$ cat src/rtl/msg_cfg.svh
// Constants for the monitor entry security gate.
// Assumes a 40 MHz bus clock and a single-wire serial monitor link.
`ifndef MSG_CFG_SVH
`define MSG_CFG_SVH

// ==========================================================================
// Clock and link timing
`define MSG_CLK_HZ 40000000
`define MSG_BAUD 9600
`define MSG_BRK_BITS 10
`define MSG_SYNC_WAIT 2'h3

// ==========================================================================
// Security code
`define MSG_CODE_LEN 8
`define MSG_CODE_LAST_IDX 3'h7
`define MSG_CODE_FIRST 16'hFFF6
`define MSG_CODE_LAST 16'hFFFD
`define MSG_ERASED 8'hFF

// ==========================================================================
// Flash ranges and read answers
`define MSG_FL2_LO 16'h4000
`define MSG_FL2_HI 16'h7FFF
`define MSG_FL1_LO 16'h8000
`define MSG_FL1_HI 16'hFDFF
`define MSG_VEC_LO 16'hFFCC
`define MSG_VEC_HI 16'hFFFF
`define MSG_INVALID_RD 8'hAD

// ==========================================================================
// Status byte in RAM
`define MSG_STATUS_ADDR 16'h0040
`define MSG_STATUS_BIT 6

// ==========================================================================
// Serial frame
`define MSG_RX_START 4'h0
`define MSG_RX_STOP 4'h9
`define MSG_FIFO_DEPTH 8

`endif

$ cat src/rtl/msg_pkg.sv
// Types shared by the monitor entry security gate, its checks and its bench.
// Assumes msg_cfg.svh is included where constants are needed.
package msg_pkg;

  // ========================================================================
  // Carriers
  typedef struct packed {
    logic valid;
    logic fetch;
    logic [15:0] addr;
  } msg_rd_req_s;

  typedef struct packed {
    logic valid;
    logic [7:0] data;
    logic illegal_rst;
  } msg_rd_rsp_s;

  typedef struct packed {
    logic valid;
    logic [15:0] addr;
    logic [7:0] data;
  } msg_ram_wr_s;

  typedef logic [7:0] msg_byte_t;
  typedef msg_byte_t [7:0] msg_code_t;

  // ========================================================================
  // Sequencer states
  typedef enum logic [3:0] {
    MSG_ST_IDLE = 4'h1,
    MSG_ST_RECV = 4'h2,
    MSG_ST_BRK = 4'h4,
    MSG_ST_CMD = 4'h8
  } msg_state_e;

endpackage

$ cat src/rtl/msg_fifo.sv
// Synchronous FIFO with valid/ready on both sides.
// Assumes one clock, asynchronous active-low reset and a clock enable.
`timescale 1ns/100ps
module msg_fifo #(
  parameter int WIDTH = 8,
  parameter int DEPTH = 8
) (
  input wire logic clk_in,
  input wire logic resetn_in,
  input wire logic ce_in,
  input wire logic in_valid_in,
  output logic in_ready_out,
  input wire logic [WIDTH-1:0] in_data_in,
  output logic out_valid_out,
  input wire logic out_ready_in,
  output logic [WIDTH-1:0] out_data_out
);

  localparam int AW = $clog2(DEPTH);

  logic [WIDTH-1:0] mem_q [DEPTH];
  logic [AW-1:0] wr_q;
  logic [AW-1:0] rd_q;
  logic [AW:0] cnt_q;
  logic push;
  logic pop;

  assign in_ready_out = (cnt_q != (AW+1)'(DEPTH));
  assign out_valid_out = (cnt_q != '0);
  assign out_data_out = mem_q[rd_q];
  assign push = in_valid_in && in_ready_out;
  assign pop = out_valid_out && out_ready_in;

  // ========================================================================
  // Storage
  always_ff @(posedge clk_in)
  begin
    if (ce_in && push)
    begin
      mem_q[wr_q] <= in_data_in;
    end
  end

  // ========================================================================
  // Pointers and fill level
  always_ff @(posedge clk_in or negedge resetn_in)
  begin
    if (!resetn_in)
    begin
      wr_q <= '0;
      rd_q <= '0;
      cnt_q <= '0;
    end
    else if (ce_in)
    begin
      if (push)
      begin
        wr_q <= (wr_q == AW'(DEPTH - 1)) ? '0 : wr_q + 1'b1;
      end
      if (pop)
      begin
        rd_q <= (rd_q == AW'(DEPTH - 1)) ? '0 : rd_q + 1'b1;
      end
      if (push && !pop)
      begin
        cnt_q <= cnt_q + 1'b1;
      end
      else if (pop && !push)
      begin
        cnt_q <= cnt_q - 1'b1;
      end
    end
  end

endmodule

$ cat src/rtl/msg_gate.sv
// Monitor entry security gate: receives the code bytes, compares, unlocks
// flash access, sends the break and reports the result to RAM.
// Assumes the flash presents the stored code bytes and answers reads itself.
`timescale 1ns/100ps
`include "msg_cfg.svh"
module msg_gate #(
  parameter int BIT_CYC = `MSG_CLK_HZ / `MSG_BAUD
) (
  input wire logic clk_in,
  input wire logic resetn_in,
  input wire logic por_n_in,
  input wire logic ce_in,
  input wire logic mon_entry_in,
  input wire logic monitor_serial_pin_in,
  output logic monitor_serial_pin_out,
  output logic monitor_serial_pin_oe_n_out,
  input wire msg_pkg::msg_code_t code_in,
  input wire logic mass_erase_in,
  output logic code_erase_out,
  input wire msg_pkg::msg_rd_req_s rd_req_in,
  input wire logic [7:0] flash_data_in,
  output msg_pkg::msg_rd_rsp_s rd_rsp_out,
  output msg_pkg::msg_ram_wr_s ram_wr_out,
  output logic unlocked_out,
  output logic monitor_mode_out,
  output logic cmd_valid_out,
  input wire logic cmd_ready_in,
  output logic [7:0] cmd_data_out,
  output logic overrun_out
);

  localparam logic [15:0] BIT_C = 16'(BIT_CYC - 1);
  localparam logic [15:0] HALF_C = 16'(BIT_CYC / 2 - 1);
  localparam logic [19:0] BRK_C = 20'(BIT_CYC * `MSG_BRK_BITS - 1);

  msg_pkg::msg_state_e state_q;
  msg_pkg::msg_code_t code_q;
  logic unlock_q;
  logic pend_q;
  logic [1:0] wait_q;
  logic mon_s1_q, mon_s2_q;
  logic rx_s1_q, rx_s2_q, rx_s3_q;
  logic rx_busy_q;
  logic [3:0] rx_bit_q;
  logic [15:0] rx_tmr_q;
  logic [7:0] rx_sh_q;
  logic rx_push_q;
  logic [2:0] idx_q;
  logic match_q;
  logic [19:0] brk_q;
  logic fifo_in_ready;
  logic fifo_out_valid;
  logic fifo_out_ready;
  logic [7:0] fifo_out_data;
  logic pop;
  logic last_pop;
  logic final_match;
  logic in_flash;

  assign pop = fifo_out_valid && fifo_out_ready;
  assign last_pop = pop && (state_q == msg_pkg::MSG_ST_RECV) && (idx_q == `MSG_CODE_LAST_IDX);
  // Byte n is held against location FFF6+n
  assign final_match = match_q && (fifo_out_data == code_q[idx_q]);
  assign fifo_out_ready = (state_q == msg_pkg::MSG_ST_RECV) ||
                          ((state_q == msg_pkg::MSG_ST_CMD) && (!cmd_valid_out || cmd_ready_in));
  assign in_flash = ((rd_req_in.addr >= `MSG_FL2_LO) && (rd_req_in.addr <= `MSG_FL2_HI)) ||
                    ((rd_req_in.addr >= `MSG_FL1_LO) && (rd_req_in.addr <= `MSG_FL1_HI)) ||
                    ((rd_req_in.addr >= `MSG_VEC_LO) && (rd_req_in.addr <= `MSG_VEC_HI));

  // ==========================================================================
  // Pin synchronisers
  always_ff @(posedge clk_in or negedge resetn_in)
  begin
    if (!resetn_in)
    begin
      mon_s1_q <= 1'b0;
      mon_s2_q <= 1'b0;
      rx_s1_q <= 1'b1;
      rx_s2_q <= 1'b1;
      rx_s3_q <= 1'b1;
    end
    else if (ce_in)
    begin
      mon_s1_q <= mon_entry_in;
      mon_s2_q <= mon_s1_q;
      rx_s1_q <= monitor_serial_pin_in;
      rx_s2_q <= rx_s1_q;
      rx_s3_q <= rx_s2_q;
    end
  end

  // ==========================================================================
  // Power-on state: survives every other reset
  always_ff @(posedge clk_in or negedge por_n_in)
  begin
    if (!por_n_in)
    begin
      unlock_q <= 1'b0;
      pend_q <= 1'b1;
    end
    else if (ce_in && last_pop)
    begin
      pend_q <= 1'b0;
      if (final_match)
      begin
        unlock_q <= 1'b1;
      end
    end
  end

  // ==========================================================================
  // Sequencer
  always_ff @(posedge clk_in or negedge resetn_in)
  begin
    if (!resetn_in)
    begin
      state_q <= msg_pkg::MSG_ST_IDLE;
      wait_q <= 2'h0;
      idx_q <= 3'h0;
      match_q <= 1'b1;
      brk_q <= 20'h00000;
      monitor_mode_out <= 1'b0;
    end
    else if (ce_in)
    begin
      case (state_q)
        msg_pkg::MSG_ST_IDLE:
        begin
          // Strap is sampled every idle cycle after the synchroniser has settled, until it is seen high
          if (wait_q != `MSG_SYNC_WAIT)
          begin
            wait_q <= wait_q + 2'h1;
          end
          else if (!monitor_mode_out && mon_s2_q)
          begin
            monitor_mode_out <= 1'b1;
            idx_q <= 3'h0;
            match_q <= 1'b1;
            state_q <= pend_q ? msg_pkg::MSG_ST_RECV : msg_pkg::MSG_ST_CMD;
          end
        end
        msg_pkg::MSG_ST_RECV:
        begin
          if (pop)
          begin
            match_q <= final_match;
            idx_q <= idx_q + 3'h1;
            if (last_pop)
            begin
              brk_q <= BRK_C;
              state_q <= msg_pkg::MSG_ST_BRK;
            end
          end
        end
        msg_pkg::MSG_ST_BRK:
        begin
          if (brk_q == 20'h00000)
          begin
            state_q <= msg_pkg::MSG_ST_CMD;
          end
          else
          begin
            brk_q <= brk_q - 20'h00001;
          end
        end
        msg_pkg::MSG_ST_CMD:
        begin
          state_q <= msg_pkg::MSG_ST_CMD;
        end
        default:
        begin
          state_q <= msg_pkg::MSG_ST_IDLE;
        end
      endcase
    end
  end

  // ==========================================================================
  // Break transmitter: line driven low for the whole break, released after
  always_ff @(posedge clk_in or negedge resetn_in)
  begin
    if (!resetn_in)
    begin
      monitor_serial_pin_out <= 1'b1;
      monitor_serial_pin_oe_n_out <= 1'b1;
    end
    else if (ce_in)
    begin
      monitor_serial_pin_out <= !(last_pop || ((state_q == msg_pkg::MSG_ST_BRK) && (brk_q != 20'h00000)));
      monitor_serial_pin_oe_n_out <= !(last_pop || ((state_q == msg_pkg::MSG_ST_BRK) && (brk_q != 20'h00000)));
    end
  end

  // ==========================================================================
  // Serial receiver, LSB first; idle during own break to avoid hearing it
  always_ff @(posedge clk_in or negedge resetn_in)
  begin
    if (!resetn_in)
    begin
      rx_busy_q <= 1'b0;
      rx_bit_q <= `MSG_RX_START;
      rx_tmr_q <= 16'h0000;
      rx_sh_q <= 8'h00;
      rx_push_q <= 1'b0;
    end
    else if (ce_in)
    begin
      rx_push_q <= 1'b0;
      if (!rx_busy_q)
      begin
        if (rx_s3_q && !rx_s2_q && (state_q == msg_pkg::MSG_ST_RECV || state_q == msg_pkg::MSG_ST_CMD))
        begin
          rx_busy_q <= 1'b1;
          rx_bit_q <= `MSG_RX_START;
          rx_tmr_q <= HALF_C;
        end
      end
      else if (rx_tmr_q != 16'h0000)
      begin
        rx_tmr_q <= rx_tmr_q - 16'h0001;
      end
      else if (rx_bit_q == `MSG_RX_START)
      begin
        rx_busy_q <= !rx_s2_q;
        rx_bit_q <= rx_bit_q + 4'h1;
        rx_tmr_q <= BIT_C;
      end
      else if (rx_bit_q == `MSG_RX_STOP)
      begin
        rx_busy_q <= 1'b0;
        rx_push_q <= rx_s2_q;
      end
      else
      begin
        rx_sh_q <= {rx_s2_q, rx_sh_q[7:1]};
        rx_bit_q <= rx_bit_q + 4'h1;
        rx_tmr_q <= BIT_C;
      end
    end
  end

  // ==========================================================================
  // Byte buffer between receiver and comparator or command stream
  msg_fifo #(
    .WIDTH(8),
    .DEPTH(`MSG_FIFO_DEPTH)
  ) u_fifo (
    .clk_in(clk_in),
    .resetn_in(resetn_in),
    .ce_in(ce_in),
    .in_valid_in(rx_push_q),
    .in_ready_out(fifo_in_ready),
    .in_data_in(rx_sh_q),
    .out_valid_out(fifo_out_valid),
    .out_ready_in(fifo_out_ready),
    .out_data_out(fifo_out_data)
  );

  // A serial line cannot be stalled; a byte that finds the buffer full is lost
  always_ff @(posedge clk_in or negedge resetn_in)
  begin
    if (!resetn_in)
    begin
      overrun_out <= 1'b0;
      cmd_valid_out <= 1'b0;
      cmd_data_out <= 8'h00;
    end
    else if (ce_in)
    begin
      if (rx_push_q && !fifo_in_ready)
      begin
        overrun_out <= 1'b1;
      end
      if (pop && (state_q == msg_pkg::MSG_ST_CMD))
      begin
        cmd_valid_out <= 1'b1;
        cmd_data_out <= fifo_out_data;
      end
      else if (cmd_ready_in)
      begin
        cmd_valid_out <= 1'b0;
      end
    end
  end

  // ==========================================================================
  // Stored code copy, one byte per location
  genvar gi;
  generate
    for (gi = 0; gi < `MSG_CODE_LEN; gi++)
    begin : g_code
      always_ff @(posedge clk_in or negedge resetn_in)
      begin
        if (!resetn_in)
        begin
          code_q[gi] <= `MSG_ERASED;
        end
        else if (ce_in)
        begin
          if (mass_erase_in)
          begin
            code_q[gi] <= `MSG_ERASED;
          end
          else if (state_q == msg_pkg::MSG_ST_IDLE)
          begin
            code_q[gi] <= code_in[gi];
          end
        end
      end
    end
  endgenerate

  // ==========================================================================
  // Flash read gate, result report and erase request
  always_ff @(posedge clk_in or negedge resetn_in)
  begin
    if (!resetn_in)
    begin
      rd_rsp_out <= '0;
      ram_wr_out <= '0;
      code_erase_out <= 1'b0;
      unlocked_out <= 1'b0;
    end
    else if (ce_in)
    begin
      unlocked_out <= unlock_q;
      code_erase_out <= mass_erase_in;
      rd_rsp_out.valid <= rd_req_in.valid;
      rd_rsp_out.data <= flash_data_in;
      rd_rsp_out.illegal_rst <= 1'b0;
      if (rd_req_in.valid && in_flash && monitor_mode_out && !unlock_q)
      begin
        rd_rsp_out.data <= `MSG_INVALID_RD;
        rd_rsp_out.illegal_rst <= rd_req_in.fetch;
      end
      ram_wr_out.valid <= last_pop;
      ram_wr_out.addr <= `MSG_STATUS_ADDR;
      ram_wr_out.data <= 8'h00;
      ram_wr_out.data[`MSG_STATUS_BIT] <= final_match;
    end
  end

endmodule

$ cat config.mk
export PLATFORM = sky130hd
export DESIGN_NAME = msg_gate
export DESIGN_NICKNAME = d
export VERILOG_FILES = /design/src/rtl/msg_pkg.sv /design/src/rtl/msg_fifo.sv /design/src/rtl/msg_gate.sv
export VERILOG_INCLUDE_DIRS = /design/src /design/src/rtl
export SDC_FILE = /design/constraint.sdc
export NUM_CORES = 1
export LEC_CHECK = 0
export BUFFER_PORTS_ARGS = -buffer_cell sky130_fd_sc_hd__buf_2
export CAP_MARGIN = 10
export CORE_MARGIN = 10
export CORE_UTILIZATION = 30
export CTS_CLUSTER_DIAMETER = 120
export CTS_CLUSTER_SIZE = 28
export DETAILED_ROUTE_END_ITERATION = 8
export GPL_TIMING_DRIVEN = 1
export PLACE_DENSITY_LB_ADDON = 0.25
export SLEW_MARGIN = 20
export SYNTH_ARGS = -nofsm -noshare
export SYNTH_HDL_FRONTEND = slang
export SYNTH_HIERARCHICAL = 1
export SYNTH_SLANG_ARGS = --single-unit
$ cat constraint.sdc
create_clock -name clk_in -period 3.25 [get_ports clk_in]
set_clock_uncertainty 0.1 [all_clocks]
set_input_delay 0.4875 -clock clk_in [delete_from_list [all_inputs] [get_ports clk_in]]
set_output_delay 0.4875 -clock clk_in [all_outputs]
set_load 0.05 [all_outputs]
# Word level (Yosys, flattened, before mapping)
# Memory sizes are Yosys's and may differ from the RTL's.
# Cells that the tools add are included.
# op_classes
add_sub_neg	9
order_cmp	7
eq_ne	20
n_mux	65
bitwise	4
reduce_logical	63
# ops
operator	count
8-bit 2-to-1 mux	17
16-bit 2-to-1 mux	5
20-bit 2-to-1 mux	3
4-bit 2-to-1 mux	13
20-bit one-hot mux with 2 select lines	1
16-bit greater-or-equal comparator, second input constant	2
16-bit <= comparator, second input constant	2
8-bit binary-select mux with 3-bit select	1
1-bit logical AND	22
20-bit zero test	1
20-bit nonzero test	1
20-bit by 1-bit subtractor with 20-bit output, second input constant	1
16-bit by 15-bit greater-or-equal comparator with 1-bit output, second input constant	1
16-bit by 15-bit <= comparator with 1-bit output, second input constant	1
1-bit 2-to-1 mux	16
2-bit inequality test, second input constant	8
4-bit one-hot mux with 4 select lines	1
2-bit AND reduction	8
16-bit nonzero test	1
16-bit by 1-bit subtractor with 16-bit output, second input constant	1
3-bit 2-to-1 mux	5
5-bit AND reduction	3
2-bit nonzero test	6
3-bit by 1-bit adder with 3-bit output, second input constant	3
other kinds (23)	45
# word_totals
regBits	168
ram_bits	64
in_bits	98
word_cells	210
mem_count	1
# memory_table
name	words	word_bits	read_ports	rd_ports_with_merged_regs	write_ports	line	source
u_fifo.mem_q	8	8	1	0	1	msg_fifo.sv:21	logic [WIDTH-1:0] mem_q [DEPTH];

# Logic depth before layout (Yosys ltp)
# depth
word_depth	10
depth_mapped	10
ltp_nobuf	9

# By module
# The synthesis kept the hierarchy.
# modules_own_cells
module	n_inst	cells_per_inst	area_per_inst_um2	seq_area_each_um2
msg_gate	1	812	7983.9	4042.6
msg_fifo	1	163	3186.8	2172.1

# Least setup slack after synthesis
# No wires, ideal clock.
# synth_timing
kind	reg2reg
start	reg state_q[3]
end	reg u_fifo.cnt_q[3]
setup_ns	0.131
arrival_ns	2.707
slack_ns	0.312
stages_incl_launch_ff	11
path_cell_list	dfrtp_1 clkbuf_1 nor4b_2 o311a_1 nand2_1 ha_1 inv_1 ha_1 or4b_1 o221ai_1 o211ai_1
# synth_via
elab_chain_cells	8
# synth_lines
item	line	source
from (decl)	msg_gate.sv:36	msg_pkg::msg_state_e state_q;
from (signal assigned)	msg_gate.sv:117	state_q <= msg_pkg::MSG_ST_IDLE;
from (signal assigned)	msg_gate.sv:139	state_q <= pend_q ? msg_pkg::MSG_ST_RECV : msg_pkg::MSG_ST_CMD;
from (signal assigned)	msg_gate.sv:151	state_q <= msg_pkg::MSG_ST_BRK;
4-bit == test	msg_gate.sv:65	((state_q == msg_pkg::MSG_ST_CMD) && (!cmd_valid_out || cmd_ready_in));
1-bit logical AND	msg_gate.sv:65	
1-bit logical OR (*)	msg_gate.sv:64	assign fifo_out_ready = (state_q == msg_pkg::MSG_ST_RECV) ||
named net fifo_out_ready	msg_gate.sv:53	logic fifo_out_ready;
1-bit logical AND (*)	msg_fifo.sv:32	assign pop = out_valid_out && out_ready_in;
1-bit zero test	msg_fifo.sv:64	if (push && !pop)
1-bit logical AND	msg_fifo.sv:64	
2-bit nonzero test (no line)	-	
2-bit AND reduction (no line)	-	
to (signal assigned)	msg_fifo.sv:66	cnt_q <= cnt_q + 1'b1;
to (signal assigned)	msg_fifo.sv:70	cnt_q <= cnt_q - 1'b1;
to (decl)	msg_fifo.sv:24	logic [AW:0] cnt_q;
# The timed path passes the listed nets; every way through them passes the cells marked *.
# A chain may end at the register's enable or synchronous reset.

# Worst setup path in the final report
# layout_timing
start	reg u_fifo.cnt_q[0]
end	reg u_fifo.cnt_q[3]
# layout_via
elab_chain_cells	6
# layout_lines
item	line	source
4-bit nonzero test (*)	msg_fifo.sv:29	assign out_valid_out = (cnt_q != '0);
named net fifo_out_valid	msg_gate.sv:52	logic fifo_out_valid;
1-bit logical AND (*)	msg_fifo.sv:32	
1-bit zero test	msg_fifo.sv:64	
1-bit logical AND	msg_fifo.sv:64	
2-bit nonzero test (no line)	-	
2-bit AND reduction (no line)	-	
# The timed path passes the listed nets; every way through them passes the cells marked *. The select of a mux whose other input is x is not followed.

==> metrics.yaml <==
dr_wl_met3_um: 997
start_util_pct: 30.4
drive_gt1_share_pct: 28.3
drc: 0
layoutNonFillerInstCount: 1568
cp-start-kind: "flip-flop"
syn_area_um2: 11200
ys_seq_elements: 232
timing.rr.start: "u_fifo/cnt_q[0]$_DFFE_PN0P_"
wl_per_cell_um: 17.2
htree_levels: 1
root_buffer: "clkbuf_16"
ys.flop_type: "dfrtp_1"
crit_chain: "or4_4 -> nand2_1 -> ha_1 -> inv_1 -> ha_1 -> or4b_1 -> o221ai_1 -> o211ai_1"
clk_pin_slew_worst_paths_ns: 0.11
ant_nets: 0
avgSynthCellArea_um2: 11.5
clk_latency_ns: 0.48
hold_start: "code_in[60]"
cts_made_buffers: 12
dieArea_um2: 45400
worst_slew_pin_slew_ns: 0.772
p_per_area_nw_per_um2: 729
firstDrtPassIters: 6
cts_tree: "built"
p_leak_nw: 5.43
final_util_pct: 34.9
dieHeight_um: 213
antenna-diode-count: 0
swShare_pct: 34.5
critical_path_class: "reg2reg"
routed_wl_um: 27000
via_count: 7664
min_period_ns: 2.98
p_int_mw: 6.10
r2r_setup_slack_ns: 0.27
fillers: 3656
met1_length_um: 12500
antenna_found_initial: 0
synthArstFlopShare_pct: 72.4
power_frac_clock_pct: 19.7
synth_edf_count: 64
min_path_cells: 3
critical_path_buf_inv_count: 1
required_ns: 3.51
coreArea_um2: 36700
max_freq_mhz: 335
timing.critical_path.mode_cell: "ha_1"
hold_path.class: "in2reg"
first_iter_violations: 406
placedCellCount: 1546
path_delay_family: "simple AND/OR/NAND/NOR gates"
dr.max_layer_used: "met4"
seqPwrFrac_pct: 47.2
drv_slew: 0
dp_hpwl_um: 19100
cts_max_path_buffers: 3
num_rows: 70
finalCritPeriodShare_pct: 91.8
setup-tns-final_ns: 0
routabilityCongestion: 0.794
cts_resized: 0
yosys_warnings: 6
cpPeakStageDelay_ns: 0.61
synth_cell_types: 76
pwr-share-comb_pct: 33.1
cp_max_fo: 8
crit_path_top_delay_cell: "or4_4"
grt_pass1_vias: 7843
maxSlewHeadroom_pct: 48.5
cp.arrival_ns: 3.24
cap_violations: 0
chipWidth_um: 213
endpoint_kind: "flip-flop"
finalSetupViolations: 0
finalHoldViolCount: 0
netSwitchingPower_mw: 3.22
grt-ovfl-total: 0
ys_seq_area_share_pct: 55.6
seq_area_um2: 6210
whs_endpoint: "code_q[60]$_DFFE_PN1P_"
reg2reg_to: "u_fifo/cnt_q[3]$_DFFE_PN0P_"
clock-sinks: 232
status: "finished clean"
io_pins: 148
grt_max_degree: 65
grt_pass1_wl_um: 43300
synth_cells: 975
multi_input_area_um2: 4540
reg2reg_depth: 8
wl_met2_um: 13200
area_delta_synth_final_pct: 14.5
rsz0062_at_grt: "no"
grt_usage_pct: 11.7
ir_worst_vdd_mv: 0.314
final_nets: 1210
avgViaCountPerCell: 4.89
portBuffers: 123
whs_ns: 0.108
-- sequential cells by signal, indices dropped and copies added, names as in the netlist, 2 cells and up --
name / count
u_fifo/cnt_q: 4
state_q: 4
rd_rsp_out: 10
rx_bit_q: 4
u_fifo/mem_q: 64
rx_sh_q: 8
cmd_data_out: 8
u_fifo/wr_q: 3
u_fifo/rd_q: 3
ram_wr_out: 3
wait_q: 2
idx_q: 3
code_q: 64
brk_q: 20
rx_tmr_q: 16
-- cells in the final DEF, fill, tap and decap left out, drive strengths merged, types with 22 or more instances in the layout --
cell    count
a21oi      33
buf       159
conb       22
dfrtp      97
dfstp      71
edfxtp     64
inv        25
mux2       37
mux2i      22
mux4       24
nand2     150
nand3      75
nor2       48
o21ai      34
-- worst reg2reg max path, cell delays in order (launching register included) --
cell and delay (ns):
dfrtp_1 0.48, or4_4 0.61, nand2_1 0.12, ha_1 0.24
inv_1 0.13, ha_1 0.37, or4b_1 0.53, o221ai_1 0.19
o211ai_1 0.11
-- kinds of logic after synthesis --
kind of cell               count (synthesis)  share of synthesized area [%]
AOI/OAI and AO/OA                        148                           8.83
xor gates and xnor gates                  23                           1.80
adders and majority gates                 18                           2.08
other                                      1                         0.0336
and+or+nand+nor                          368                           16.0
buffers and inverters                    102                           4.56
DFF                                      232                           55.6
muxes                                     83                           11.1
-- worst max path at each step --
stage,from,to,slack [ns],cells past startpoint
global placement,u_fifo/cnt_q[0]$_DFFE_PN0P_,u_fifo/cnt_q[3]$_DFFE_PN0P_,0.33,8
floorplan,state_q[3]$_DFFE_PN0P_,u_fifo/cnt_q[3]$_DFFE_PN0P_,0.31,10
finish,u_fifo/cnt_q[0]$_DFFE_PN0P_,u_fifo/cnt_q[3]$_DFFE_PN0P_,0.27,8
global route,u_fifo/cnt_q[0]$_DFFE_PN0P_,u_fifo/cnt_q[3]$_DFFE_PN0P_,0.16,8
CTS,u_fifo/cnt_q[0]$_DFFE_PN0P_,u_fifo/cnt_q[3]$_DFFE_PN0P_,0.26,8
detailed placement,u_fifo/cnt_q[0]$_DFFE_PN0P_,u_fifo/cnt_q[3]$_DFFE_PN0P_,0.29,8
-- routing by layer --
metal,GRT usage [%],up-vias
met5,0,-
met4,2.04,0
met3,1.72,18
met2,19.7,114
met1,15.7,3810
li1,-,3722
-- cell usage after synthesis, drive strengths merged (3+ instances only) --
cell type	count	area, um2
nand2	150	563
dfrtp	97	2430
nand3	75	380
dfstp	71	1870
edfxtp	64	1920
nor2	48	180
buf	42	283
mux2	37	447
clkbuf	35	133
o21ai	34	170
a21oi	33	165
inv	25	93.8
mux4	24	571
mux2i	22	220
ha	17	213
o22a	17	149
nor3	14	75.1
xor2	12	105
nor4	11	75.1
xnor2	11	96.3
nand4	10	62.6
or4	10	86.3
and2	9	56.3
o31ai	9	67.6
a22oi	8	60.1
a31oi	8	50.1
and3	7	43.8
nor2b	7	43.8
nor4b	5	50.0
or3	5	31.3
a22o	4	35.0
nand2b	4	25.0
o22ai	4	25.0
o41ai	4	42.6
or4b	4	40.0
a211oi	3	22.5
a21o	3	22.5
nand4b	3	26.3
o211ai	3	22.5
o21bai	3	22.5
-- power by group through the flow --
stage	registers (mW)	clock network, mW	logic, mW
final	4.40	1.84	3.09
after detailed placement	4.46	0	3.12
after global placement	4.44	0	3.09
after CTS	4.41	1.93	3.13
after floorplan	4.53	0	2.18
after global routing	4.50	2.04	3.43
-- per-stage QoR --
step | total power, mW | area [um2] | setup WS [ns]
after floorplan | 6.71 | 11200 | 0.312
after global placement | 7.53 | 12400 | 0.331
after detailed placement | 7.58 | 12400 | 0.292
after CTS | 9.48 | 12800 | 0.262
after global routing | 9.97 | 12800 | 0.158
final | 9.33 | 12800 | 0.268
-- repair_timing --
action	CTS	global route
setup endpoints to repair	0	0
endpoints found under the hold margin	54	0
hold buffers	2	0
buffers inserted	0	0
-- area by class of cell --
| cell class | count | area share, % |
|---|---|---|
| clock inverter | 2 | 0.362 |
| inverter | 25 | 0.734 |
| multi-input combinational | 662 | 35.5 |
| timing repair buffer | 161 | 7.42 |
| clock buffer | 18 | 2.86 |
| sequential | 232 | 48.6 |
| tap | 468 | 4.58 |
Note: power is estimated with default switching activity, not from simulation.
